File: config.mk
export PLATFORM = sky130hd
export DESIGN_NAME = stpg_top
export DESIGN_NICKNAME = d
export VERILOG_FILES = /design/src/core/stpg_pkg.sv /design/src/core/stpg_top.sv
export SDC_FILE = /design/constraint.sdc
export NUM_CORES = 1
export LEC_CHECK = 0
export ABC_AREA = 1
export BUFFER_PORTS_ARGS = -buffer_cell sky130_fd_sc_hd__clkbuf_2
export CORE_ASPECT_RATIO = 0.6
export CORE_UTILIZATION = 36
export CTS_CLUSTER_SIZE = 25
export DETAILED_ROUTE_END_ITERATION = 8
export MAX_ROUTING_LAYER = met4
export PLACE_DENSITY = 0.67
export SLEW_MARGIN = 20
export SYNTH_ARGS = -nofsm -noshare
export SYNTH_HDL_FRONTEND = slang
export SYNTH_SLANG_ARGS = --single-unit
File: constraint.sdc
create_clock -name CLK -period 2.9 [get_ports CLK]
set_clock_uncertainty 0.05 [all_clocks]
set_input_delay 0.58 -clock CLK [delete_from_list [all_inputs] [get_ports CLK]]
set_output_delay 0.58 -clock CLK [all_outputs]
set_load 0.01 [all_outputs]
File: src/core/stpg_pkg.sv
// constants for the per-port tree-state gate: register indices, field positions, reset values
// assumes a classic wishbone master that addresses 32-bit words, byte address = 4 * index
`default_nettype none
package stpg_pkg;
  localparam int unsigned NPORT        = 4;        // gated network ports
  localparam int unsigned IDX_W        = 8;        // width of a register index
  localparam logic [7:0]  IDX_P1_CTRL  = 8'h12;    // port1_tree_control
  localparam logic [7:0]  IDX_P2_CTRL  = 8'h22;    // port2_tree_control
  localparam logic [7:0]  IDX_P3_CTRL  = 8'h32;    // port3_tree_control
  localparam logic [7:0]  IDX_P4_CTRL  = 8'h42;    // port4_tree_control
  localparam logic [7:0]  IDX_GLOBAL   = 8'h0c;    // global control, tail tag enable
  localparam logic [7:0]  IDX_DROPS    = 8'h03;    // read-only count of fully gated frames
  localparam int unsigned TX_BIT       = 2;        // transmit enable
  localparam int unsigned RX_BIT       = 1;        // receive enable
  localparam int unsigned LD_BIT       = 0;        // learning disable
  localparam int unsigned TAIL_BIT     = 1;        // tail tag enable in global control
  localparam logic [7:0]  CTRL_RST     = 8'h06;    // forwarding after reset
  localparam logic [7:0]  GLOBAL_RST   = 8'h00;    // tail tagging off after reset
  localparam logic [2:0]  HOST_PORT    = 3'h5;     // processor port number
  localparam int unsigned HOST_BIT     = 4;        // host bit in a destination mask
  localparam logic [4:0]  NET_MASK     = 5'h0f;    // network ports in a destination mask
  localparam logic [4:0]  HOST_MASK    = 5'h10;    // host port alone
  localparam int unsigned TAG_MSB      = 3;        // highest tail tag bit that selects ports
  localparam logic [7:0]  DROP_MAX     = 8'hff;    // drop counter saturates here
endpackage : stpg_pkg
`default_nettype wire

File: src/core/stpg_top.sv
// per-port tree-state gate for a five-port switch: register file, frame decision gating, two-entry buffer
// assumes a classic wishbone master and a lookup stage that hands one decision per frame
//
// What the document requires of this block and the processor
// host port five is never state gated
// each network port has its own control register
// disabled: no frames, no learning
// disabled: override hits may still reach processor
// blocking: only processor-bound frames, no learning
// listening: processor frames only, learning off
// learning: processor frames only, learning on
// forwarding: normal traffic and learning
// processor discards disabled-port frames, sends none
// processor sends nothing to blocking ports
// processor loads override entries for its frames
// processor may send via tail tag
// processor frames use only port five
// only tail tag bits 3:0 select ports
// override hits bypass enable gating
`default_nettype none
module stpg_top #(
  parameter int unsigned ADR_W = 10  // wishbone byte address width
) (
  // clock and reset
  input  wire  logic         CLK,
  input  wire  logic         RESETN,
  // wishbone slave
  input  wire  logic         WB_CYC_I,
  input  wire  logic         WB_STB_I,
  input  wire  logic         WB_WE_I,
  input  wire  logic [ADR_W-1:0] WB_ADR_I,
  input  wire  logic [3:0]   WB_SEL_I,
  input  wire  logic [31:0]  WB_DAT_I,
  output var   logic [31:0]  WB_DAT_O,
  output var   logic         WB_ACK_O,
  // frame decision in from lookup
  input  wire  logic         IN_VALID,
  output var   logic         IN_READY,
  input  wire  logic [2:0]   IN_SRC,
  input  wire  logic [4:0]   IN_DST,
  input  wire  logic         IN_OVR,
  input  wire  logic [7:0]   IN_TAG,
  // gated decision out to queueing
  output var   logic         OUT_VALID,
  input  wire  logic         OUT_READY,
  output var   logic [2:0]   OUT_SRC,
  output var   logic [4:0]   OUT_DST,
  output var   logic         OUT_LEARN
);

  // refuse address widths too narrow for the index slice [9:2] taken below
  if (ADR_W < 10) begin : g_bad_adr
    $error("ADR_W must be at least 10");
  end

  // register state
  logic [7:0]  ctrl_r [stpg_pkg::NPORT];  // per-port tree control
  logic [7:0]  global_r;                  // global control
  logic [7:0]  drops_r;                   // saturating drop count
  logic        ack_r;                     // wishbone acknowledge
  logic [31:0] dat_r;                     // wishbone read data

  // buffer state
  logic        out_v_r;                   // head entry valid
  logic [2:0]  out_src_r;                 // head source
  logic [4:0]  out_dst_r;                 // head destinations
  logic        out_lrn_r;                 // head learn flag
  logic        skid_v_r;                  // spare entry valid
  logic [2:0]  skid_src_r;                // spare source
  logic [4:0]  skid_dst_r;                // spare destinations
  logic        skid_lrn_r;                // spare learn flag
  logic        in_rdy_r;                  // room for one more decision

  // decode a register index to a port slot, NPORT when none
  function automatic logic [2:0] port_of(input logic [7:0] idx);
    case (idx)
      stpg_pkg::IDX_P1_CTRL: port_of = 3'h0;
      stpg_pkg::IDX_P2_CTRL: port_of = 3'h1;
      stpg_pkg::IDX_P3_CTRL: port_of = 3'h2;
      stpg_pkg::IDX_P4_CTRL: port_of = 3'h3;
      default:               port_of = 3'h4;
    endcase
  endfunction : port_of

  // bus decode
  logic [7:0] idx;       // word index
  logic [2:0] slot;      // addressed port slot
  logic       bus_req;   // new request this cycle
  logic       wr_lo;     // write reaching byte lane 0
  assign idx     = WB_ADR_I[9:2];
  assign slot    = port_of(idx);
  assign bus_req = WB_CYC_I && WB_STB_I && !ack_r;
  assign wr_lo   = bus_req && WB_WE_I && WB_SEL_I[0];

  // per-port control registers, one per port
  always_ff @(posedge CLK) begin
    if (!RESETN) begin
      for (int i = 0; i < stpg_pkg::NPORT; i++) ctrl_r[i] <= stpg_pkg::CTRL_RST;
    end else if (wr_lo && slot < 3'h4) begin
      ctrl_r[slot[1:0]] <= WB_DAT_I[7:0];
    end
  end

  // global control register
  always_ff @(posedge CLK) begin
    if (!RESETN) begin
      global_r <= stpg_pkg::GLOBAL_RST;
    end else if (wr_lo && idx == stpg_pkg::IDX_GLOBAL) begin
      global_r <= WB_DAT_I[7:0];
    end
  end

  // acknowledge every request once, unmapped ones too
  always_ff @(posedge CLK) begin
    if (!RESETN) begin
      ack_r <= 1'b0;
    end else begin
      ack_r <= bus_req;
    end
  end

  // read data, zero for unmapped words and upper bits
  always_ff @(posedge CLK) begin
    if (!RESETN) begin
      dat_r <= 32'h0000_0000;
    end else if (bus_req && !WB_WE_I) begin
      if (slot < 3'h4) dat_r <= {24'h00_0000, ctrl_r[slot[1:0]]};
      else if (idx == stpg_pkg::IDX_GLOBAL) dat_r <= {24'h00_0000, global_r};
      else if (idx == stpg_pkg::IDX_DROPS) dat_r <= {24'h00_0000, drops_r};
      else dat_r <= 32'h0000_0000;
    end
  end

  // per-port setting vectors
  logic [3:0] tx_en;   // transmit enable per port
  logic [3:0] rx_en;   // receive enable per port
  logic [3:0] ld;      // learning disable per port
  always_comb begin
    for (int i = 0; i < stpg_pkg::NPORT; i++) begin
      tx_en[i] = ctrl_r[i][stpg_pkg::TX_BIT];
      rx_en[i] = ctrl_r[i][stpg_pkg::RX_BIT];
      ld[i]    = ctrl_r[i][stpg_pkg::LD_BIT];
    end
  end

  // gating of one decision
  logic       host_src;  // frame came from the processor
  logic       net_src;   // frame came from ports one to four
  logic [1:0] sp;        // source port slot
  logic       tail_en;   // tail tagging on
  logic [4:0] dst_sel;   // destinations before gating
  logic [4:0] gated;     // destinations after gating
  logic       learn;     // learn the source address
  assign host_src = IN_SRC == stpg_pkg::HOST_PORT;
  assign net_src  = IN_SRC >= 3'h1 && IN_SRC <= 3'h4;
  assign sp       = 2'(IN_SRC - 3'h1);
  assign tail_en  = global_r[stpg_pkg::TAIL_BIT];

  always_comb begin
    // host frames steer by the low tag nibble only while tail tagging is on
    if (host_src && tail_en) begin
      dst_sel = {1'b0, IN_TAG[stpg_pkg::TAG_MSB:0]};
    end else begin
      dst_sel = IN_DST;
    end
    gated = 5'h00;
    learn = 1'b0;
    if (host_src) begin
      // processor traffic is not state gated, never hairpinned
      gated = dst_sel & stpg_pkg::NET_MASK;
      learn = 1'b1;
    end else if (net_src) begin
      // forwarding: normal traffic to ports that may transmit
      if (rx_en[sp]) begin
        gated = dst_sel & {1'b1, tx_en | {4{IN_OVR}}};
      end else if (IN_OVR) begin
        // non-forwarding: override hits reach the processor only
        gated = dst_sel & stpg_pkg::HOST_MASK;
      end else begin
        // disabled, blocking, listening, learning: drop
        gated = 5'h00;
      end
      learn = !ld[sp];
    end
  end

  // two-entry buffer control
  logic accept;    // decision taken this cycle
  logic drain;     // head leaves or is empty
  assign accept = IN_VALID && in_rdy_r;
  assign drain  = !out_v_r || OUT_READY;

  // head entry
  always_ff @(posedge CLK) begin
    if (!RESETN) begin
      out_v_r   <= 1'b0;
      out_src_r <= 3'h0;
      out_dst_r <= 5'h00;
      out_lrn_r <= 1'b0;
    end else if (drain) begin
      if (skid_v_r) begin
        out_v_r   <= 1'b1;
        out_src_r <= skid_src_r;
        out_dst_r <= skid_dst_r;
        out_lrn_r <= skid_lrn_r;
      end else if (accept) begin
        out_v_r   <= 1'b1;
        out_src_r <= IN_SRC;
        out_dst_r <= gated;
        out_lrn_r <= learn;
      end else begin
        out_v_r <= 1'b0;
      end
    end
  end

  // spare entry absorbs a decision while the head is stalled
  logic skid_v_nxt;  // spare valid next cycle
  always_comb begin
    skid_v_nxt = skid_v_r;
    if (drain && skid_v_r) skid_v_nxt = accept;
    else if (!drain && accept) skid_v_nxt = 1'b1;
  end

  always_ff @(posedge CLK) begin
    if (!RESETN) begin
      skid_v_r   <= 1'b0;
      skid_src_r <= 3'h0;
      skid_dst_r <= 5'h00;
      skid_lrn_r <= 1'b0;
      in_rdy_r   <= 1'b0;
    end else begin
      skid_v_r <= skid_v_nxt;
      in_rdy_r <= !skid_v_nxt;
      if (accept && (skid_v_r || !drain)) begin
        skid_src_r <= IN_SRC;
        skid_dst_r <= gated;
        skid_lrn_r <= learn;
      end
    end
  end

  // count decisions that were gated to nothing
  always_ff @(posedge CLK) begin
    if (!RESETN) begin
      drops_r <= 8'h00;
    end else if (accept && gated == 5'h00 && drops_r != stpg_pkg::DROP_MAX) begin
      drops_r <= drops_r + 8'h01;
    end
  end

  // outputs straight from flops
  assign WB_ACK_O  = ack_r;
  assign WB_DAT_O  = dat_r;
  assign IN_READY  = in_rdy_r;
  assign OUT_VALID = out_v_r;
  assign OUT_SRC   = out_src_r;
  assign OUT_DST   = out_dst_r;
  assign OUT_LEARN = out_lrn_r;

  // checks
  AST_ACK_ONE: assert property (@(posedge CLK) disable iff (!RESETN)
    WB_CYC_I && WB_STB_I && !WB_ACK_O |=> WB_ACK_O ##1 !WB_ACK_O)
    else $error("ack not a single cycle after request");

  AST_CTRL_WRITE: assert property (@(posedge CLK) disable iff (!RESETN)
    bus_req && WB_WE_I && WB_SEL_I[0] && idx == stpg_pkg::IDX_P3_CTRL
    |=> ctrl_r[2] == $past(WB_DAT_I[7:0]))
    else $error("port control write lost");

  AST_BLOCK_DROP: assert property (@(posedge CLK) disable iff (!RESETN)
    accept && net_src && !rx_en[sp] && !IN_OVR |-> gated == 5'h00)
    else $error("frame passed a non-receiving port");

  AST_OVR_HOST: assert property (@(posedge CLK) disable iff (!RESETN)
    accept && net_src && !rx_en[sp] && IN_OVR |-> gated == (IN_DST & stpg_pkg::HOST_MASK))
    else $error("override hit not limited to processor");

  AST_TX_GATE: assert property (@(posedge CLK) disable iff (!RESETN)
    accept && net_src && !IN_OVR |-> (gated[3:0] & ~tx_en) == 4'h0)
    else $error("frame sent to non-transmitting port");

  AST_LEARN_OUT: assert property (@(posedge CLK) disable iff (!RESETN)
    accept && net_src && drain && !skid_v_r |=> OUT_VALID && OUT_LEARN == !$past(ld[sp]))
    else $error("learn flag does not follow learning disable");

  AST_HOST_TAG: assert property (@(posedge CLK) disable iff (!RESETN)
    accept && host_src && tail_en && drain && !skid_v_r
    |=> OUT_DST == {1'b0, $past(IN_TAG[3:0])})
    else $error("tail tag did not steer destinations");

  AST_HOST_FREE: assert property (@(posedge CLK) disable iff (!RESETN)
    accept && host_src && !tail_en |-> gated == (IN_DST & stpg_pkg::NET_MASK) && learn)
    else $error("processor frame was state gated");

  AST_HOLD: assert property (@(posedge CLK) disable iff (!RESETN)
    OUT_VALID && !OUT_READY |=> OUT_VALID && $stable(OUT_DST) && $stable(OUT_SRC))
    else $error("stalled decision changed or vanished");

endmodule : stpg_top
`default_nettype wire

# Yosys cells after proc, flatten, opt, wreduce, memory -nomap -nowiden
# Memory sizes are Yosys's and may differ from the RTL's.
# Index checks and enable logic that the tools add are counted.
op_classes:
  n_addsub: 2
  magnitude_cmp: 4
  eq_ne: 8
  muxes: 32
  bitwise_logic: 2
  reduce_logical: 27
op_table:
  columns: ["operator", "count"]
  rows:
  - ["5-bit two-way mux", 7]
  - ["8-bit two-way mux", 4]
  - ["8-bit by 6-bit == test with 1-bit output (second input constant)", 2]
  - ["1-bit logical AND", 15]
  - ["1-bit two-way mux", 15]
  - ["3-bit case mux with 4 select lines", 1]
  - ["8-bit by 1-bit adder with 8-bit output (second input constant)", 1]
  - ["8-bit by 2-bit == test with 1-bit output (second input constant)", 1]
  - ["8-bit by 4-bit == test with 1-bit output (second input constant)", 1]
  - ["8-bit by 5-bit == test with 1-bit output (second input constant)", 1]
  - ["8-bit by 7-bit == test with 1-bit output (second input constant)", 1]
  - ["8-bit inequality test (second input constant)", 1]
  - ["8-bit OR reduction", 1]
  - ["1-bit zero test", 6]
  - ["3-bit two-way mux", 2]
  - ["5-bit AND", 1]
  - ["5-bit zero test", 1]
  - ["1-bit binary-select mux with 2-bit select", 2]
  - ["4-bit bitwise OR", 1]
  - ["3-bit == test (second input constant)", 1]
  - ["3-bit by 1-bit >= comparator with 1-bit output (second input constant)", 1]
  - ["3-bit <= comparator (second input constant)", 1]
  - ["2-bit by 3-bit < comparator with 1-bit output (second input constant)", 1]
  - ["3-bit < comparator (second input constant)", 1]
  - ["5 further kinds", 6]
word_totals:
  register_bits: 70
  ramBits: 32
  inputBits: 70
  n_memories: 1
memory_table:
  columns: ["memory", "depth", "word_bits", "read_ports", "rd_ports_with_merged_regs", "write_ports", "line", "rtl"]
  rows:
  - ["ctrl_r", 4, 8, 5, 0, 4, "stpg_top.sv:57", "logic [7:0] ctrl_r [stpg_pkg::NPORT];"]

# Logic depth before layout (Yosys ltp)
logic_depth:
  ltp_word: 10
  ltp_mapped: 13
  depth_no_buf: 13

# Worst setup path after synthesis
# No wires, ideal clock.
synth_timing:
  kind: "input to register"
  start: "input WB_ADR_I[2]"
  end: "memory ctrl_r[0][0] (enable)"
  setup_ns: 0.329
  arrival_ns: 1.803
  required_ns: 2.521
  path_slack_ns: 0.718
  path_stages: 10
  path_buffers: 1
  path_cell_list: "buf_4 nor2_2 nand3_2 inv_1 nand4_4 nand2_2 nand3_2 nor2_4 nand2_2 nand2_1"
synth_rtl:
  columns: ["item", "line", "rtl"]
  rows:
  - ["start: declaration", "stpg_top.sv:31", "input wire logic [ADR_W-1:0] WB_ADR_I,"]
  - ["end: declaration", "stpg_top.sv:57", null]

==> qor.csv <==
metric,value,unit
worst skew pair latency,0.34,ns
Crit Path Category,primary input to flip-flop,
Synth Instances,499,
cell row count,29,
DRT Wirelength,10400,um
global-route wire length before repair,16900,um
Max-Cap Viols,0,
status,completed,
# DRC,0,
Iter 0 DRT Violations,352,
DR pass1 iterations,6,
Area Overhead vs Synth,16.1,%
antenna cells,0,
final setup vio count,0,
drt wl/cell,14.7,um
headroom to the max-slew limit,49.8,%
Power Density,551,nW/um^2
vias in the first global route,3195,
All-Layer GR Usage,19.4,%
FILL cells,1071,
Routed Antenna Nets,0,
IO buf count,56,
post-CTS setup buffers,0,
Finished Core Util,44.0,%
detailed placement HPWL,8060,um
Fmax,0.453,GHz
Static Leak,2.09,nW
number of synthesized register bits,78,
Place WS,0.348,ns
GPL Wtd Cong,0.886,
"Reg clk slew, reported paths",0.06,ns
most frequent cells in the layout,"nor2_1 (64), nand2_1 (60), clkbuf_2 (56), o21ai_0 (48), dfxtp_1 (46)",
total number of yosys warnings,0,
setup ws final,0.692,ns
post-route clock period utilization,76.1,%
final hold viol count,0,
routed vias/inst,5.10,
Post-CTS Hold Buffers,0,
die area,11800,um^2
core box area,10800,um^2
worst-path maximum fanout,9,
CTS HTree Levels,3,
GRT overflow,0,
register area,1880,um^2
CP startpoint kind,primary input,
nature of the critical path endpoint,flip-flop,
via count,3587,
Yosys cell types,41,
CP required,2.86,ns
total CTS buffers,9,
DIE HEIGHT,84.6,um
share of cells above drive strength 1,22.3,%
slew of the pin with the lowest slew margin,0.752,ns
Post-Syn Area per Cell,8.21,um^2
Ports,114,
multi-input logic area,1840,um^2
"Top FF cell, synth",dfxtp_1,
CTS Sinks,78,
ys async rst share,0,%
largest net degree at the start of global routing,21,
Root Buffer,clkbuf_16,
sequential share of the synthesized area,45.9,%
CTS max path bufs,2,
number of synthesized flops with an enable pin,32,
CTS resizes,0,
Initial Util,37.9,%
CTS tree,yes,
Hold Crit Class,flip-flop to flip-flop,
setup_tns,0,ns
"commonest non-fill, non-tap cell in the layout",nor2_1,
Peak VDD IR,0.318,mV
Post-Syn Area,4100,um^2
WP data arrival,2.16,ns
RSZ-0062 raised after global routing,no,
Final Max Slew Viols,0,
initial antenna violation count,0,
min cycle time layout,2.21,ns
Total Nets Final,632,
die width,140,um
-- layout make-up --
type                       count  share of cell area [%]
sequential                    78                    39.6
multi-input combinational    352                    38.7
timing repair buffer          66                    7.47
clock buffer                  11                    4.89
inverter                      52                    4.16
tap                          139                    3.66
clock inverter                 5                    1.55
-- cell families after synthesis --
| family | Yosys count | synth area share [%] |
|---|---|---|
| AOI/OAI and AO/OA | 114 | 15.5 |
| xor gates and xnor gates | 6 | 1.28 |
| adders and majority gates | 3 | 0.916 |
| buffers and inverters | 92 | 11.2 |
| DFF | 78 | 45.9 |
| muxes | 3 | 0.794 |
| other | 1 | 0.0915 |
| and+or+nand+nor | 202 | 24.2 |
-- registers in the layout, summed over array words and instances, names as in the netlist --
register / cells
ctrl_r: 32
WB_DAT_O: 8
skid_lrn_r: 1
OUT_SRC: 3
WB_ACK_O: 1
OUT_LEARN: 1
global_r: 8
OUT_VALID: 1
skid_dst_r: 5
skid_src_r: 3
skid_v_r: 1
IN_READY: 1
OUT_DST: 5
drops_r: 8
-- worst max-delay path: stages --
cell and delay (ns):
clkbuf_2 0.15, nor2_2 0.15, nand3_2 0.14, a21oi_2 0.25, inv_2 0.12, nand2_2 0.10, nand3_2 0.11, nor2_4 0.13
nand2_2 0.13, nand2_1 0.29
-- worst paths after layout --
kind | start | end | slack [ns] | depth (start not counted)
max reg2reg | skid_v_r | OUT_SRC[1] | 0.97 | 5
min reg2reg | skid_src_r[2] | OUT_SRC[2] | 0.43 | 2
max | WB_ADR_I[2] | ctrl_r[0][1] | 0.69 | 10
min | skid_src_r[2] | OUT_SRC[2] | 0.43 | 2
-- power breakdown --
part | internal, mW | leakage (nW) | switching, mW
sequential | 1.18 | 0.677 | 0.0158
combinational | 0.0826 | 1.26 | 0.181
clock | 0.748 | 0.151 | 0.418
total | 2.01 | 2.09 | 0.614
-- cells in the mapped netlist (2+ instances only) --
cell type / n / area [um^2]
o21ai_0: 48 / 240
nand2_1: 60 / 225
edfxtp_1: 32 / 961
or2_2: 2 / 12.5
nor2_4: 2 / 22.5
xor2_1: 3 / 26.3
inv_2: 7 / 26.3
nand4_1: 7 / 43.8
buf_4: 29 / 218
o211ai_1: 4 / 30.0
ha_1: 3 / 37.5
a21oi_2: 2 / 17.5
a21oi_1: 42 / 210
o21ai_1: 9 / 45.0
nor3_1: 7 / 35.0
clkbuf_1: 8 / 30.0
inv_1: 43 / 161
dfxtp_1: 46 / 921
a31oi_1: 4 / 25.0
xnor2_1: 3 / 26.3
mux2_2: 2 / 22.5
nand3_1: 32 / 160
nor2_1: 64 / 240
nand3_2: 6 / 60.1
buf_2: 3 / 15.0
nand2_2: 10 / 62.6
nor2_2: 5 / 31.3
a21oi_4: 3 / 48.8
-- per-layer routing --
layer  GRT usage, %  up-vias  share of wire, %
li1               -     1747                 -
met1           29.4     1662                50
met2           24.5      166                38
met3           5.02       12                11
met4           4.80        0              0.87
met5              -        -                 0
-- per-stage QoR --
stage               hold WS [ns]  area (um^2)  power (mW)  std cells
floorplan                  0.398         4180        1.40        522
global placement           0.416         4450        1.47        687
detailed placement         0.424         4450        1.47        687
CTS                        0.430         4760        2.63        703
global route               0.449         4760        2.71        703
finish                     0.426         4760        2.62        703
Note: power is estimated with default switching activity, not from simulation.
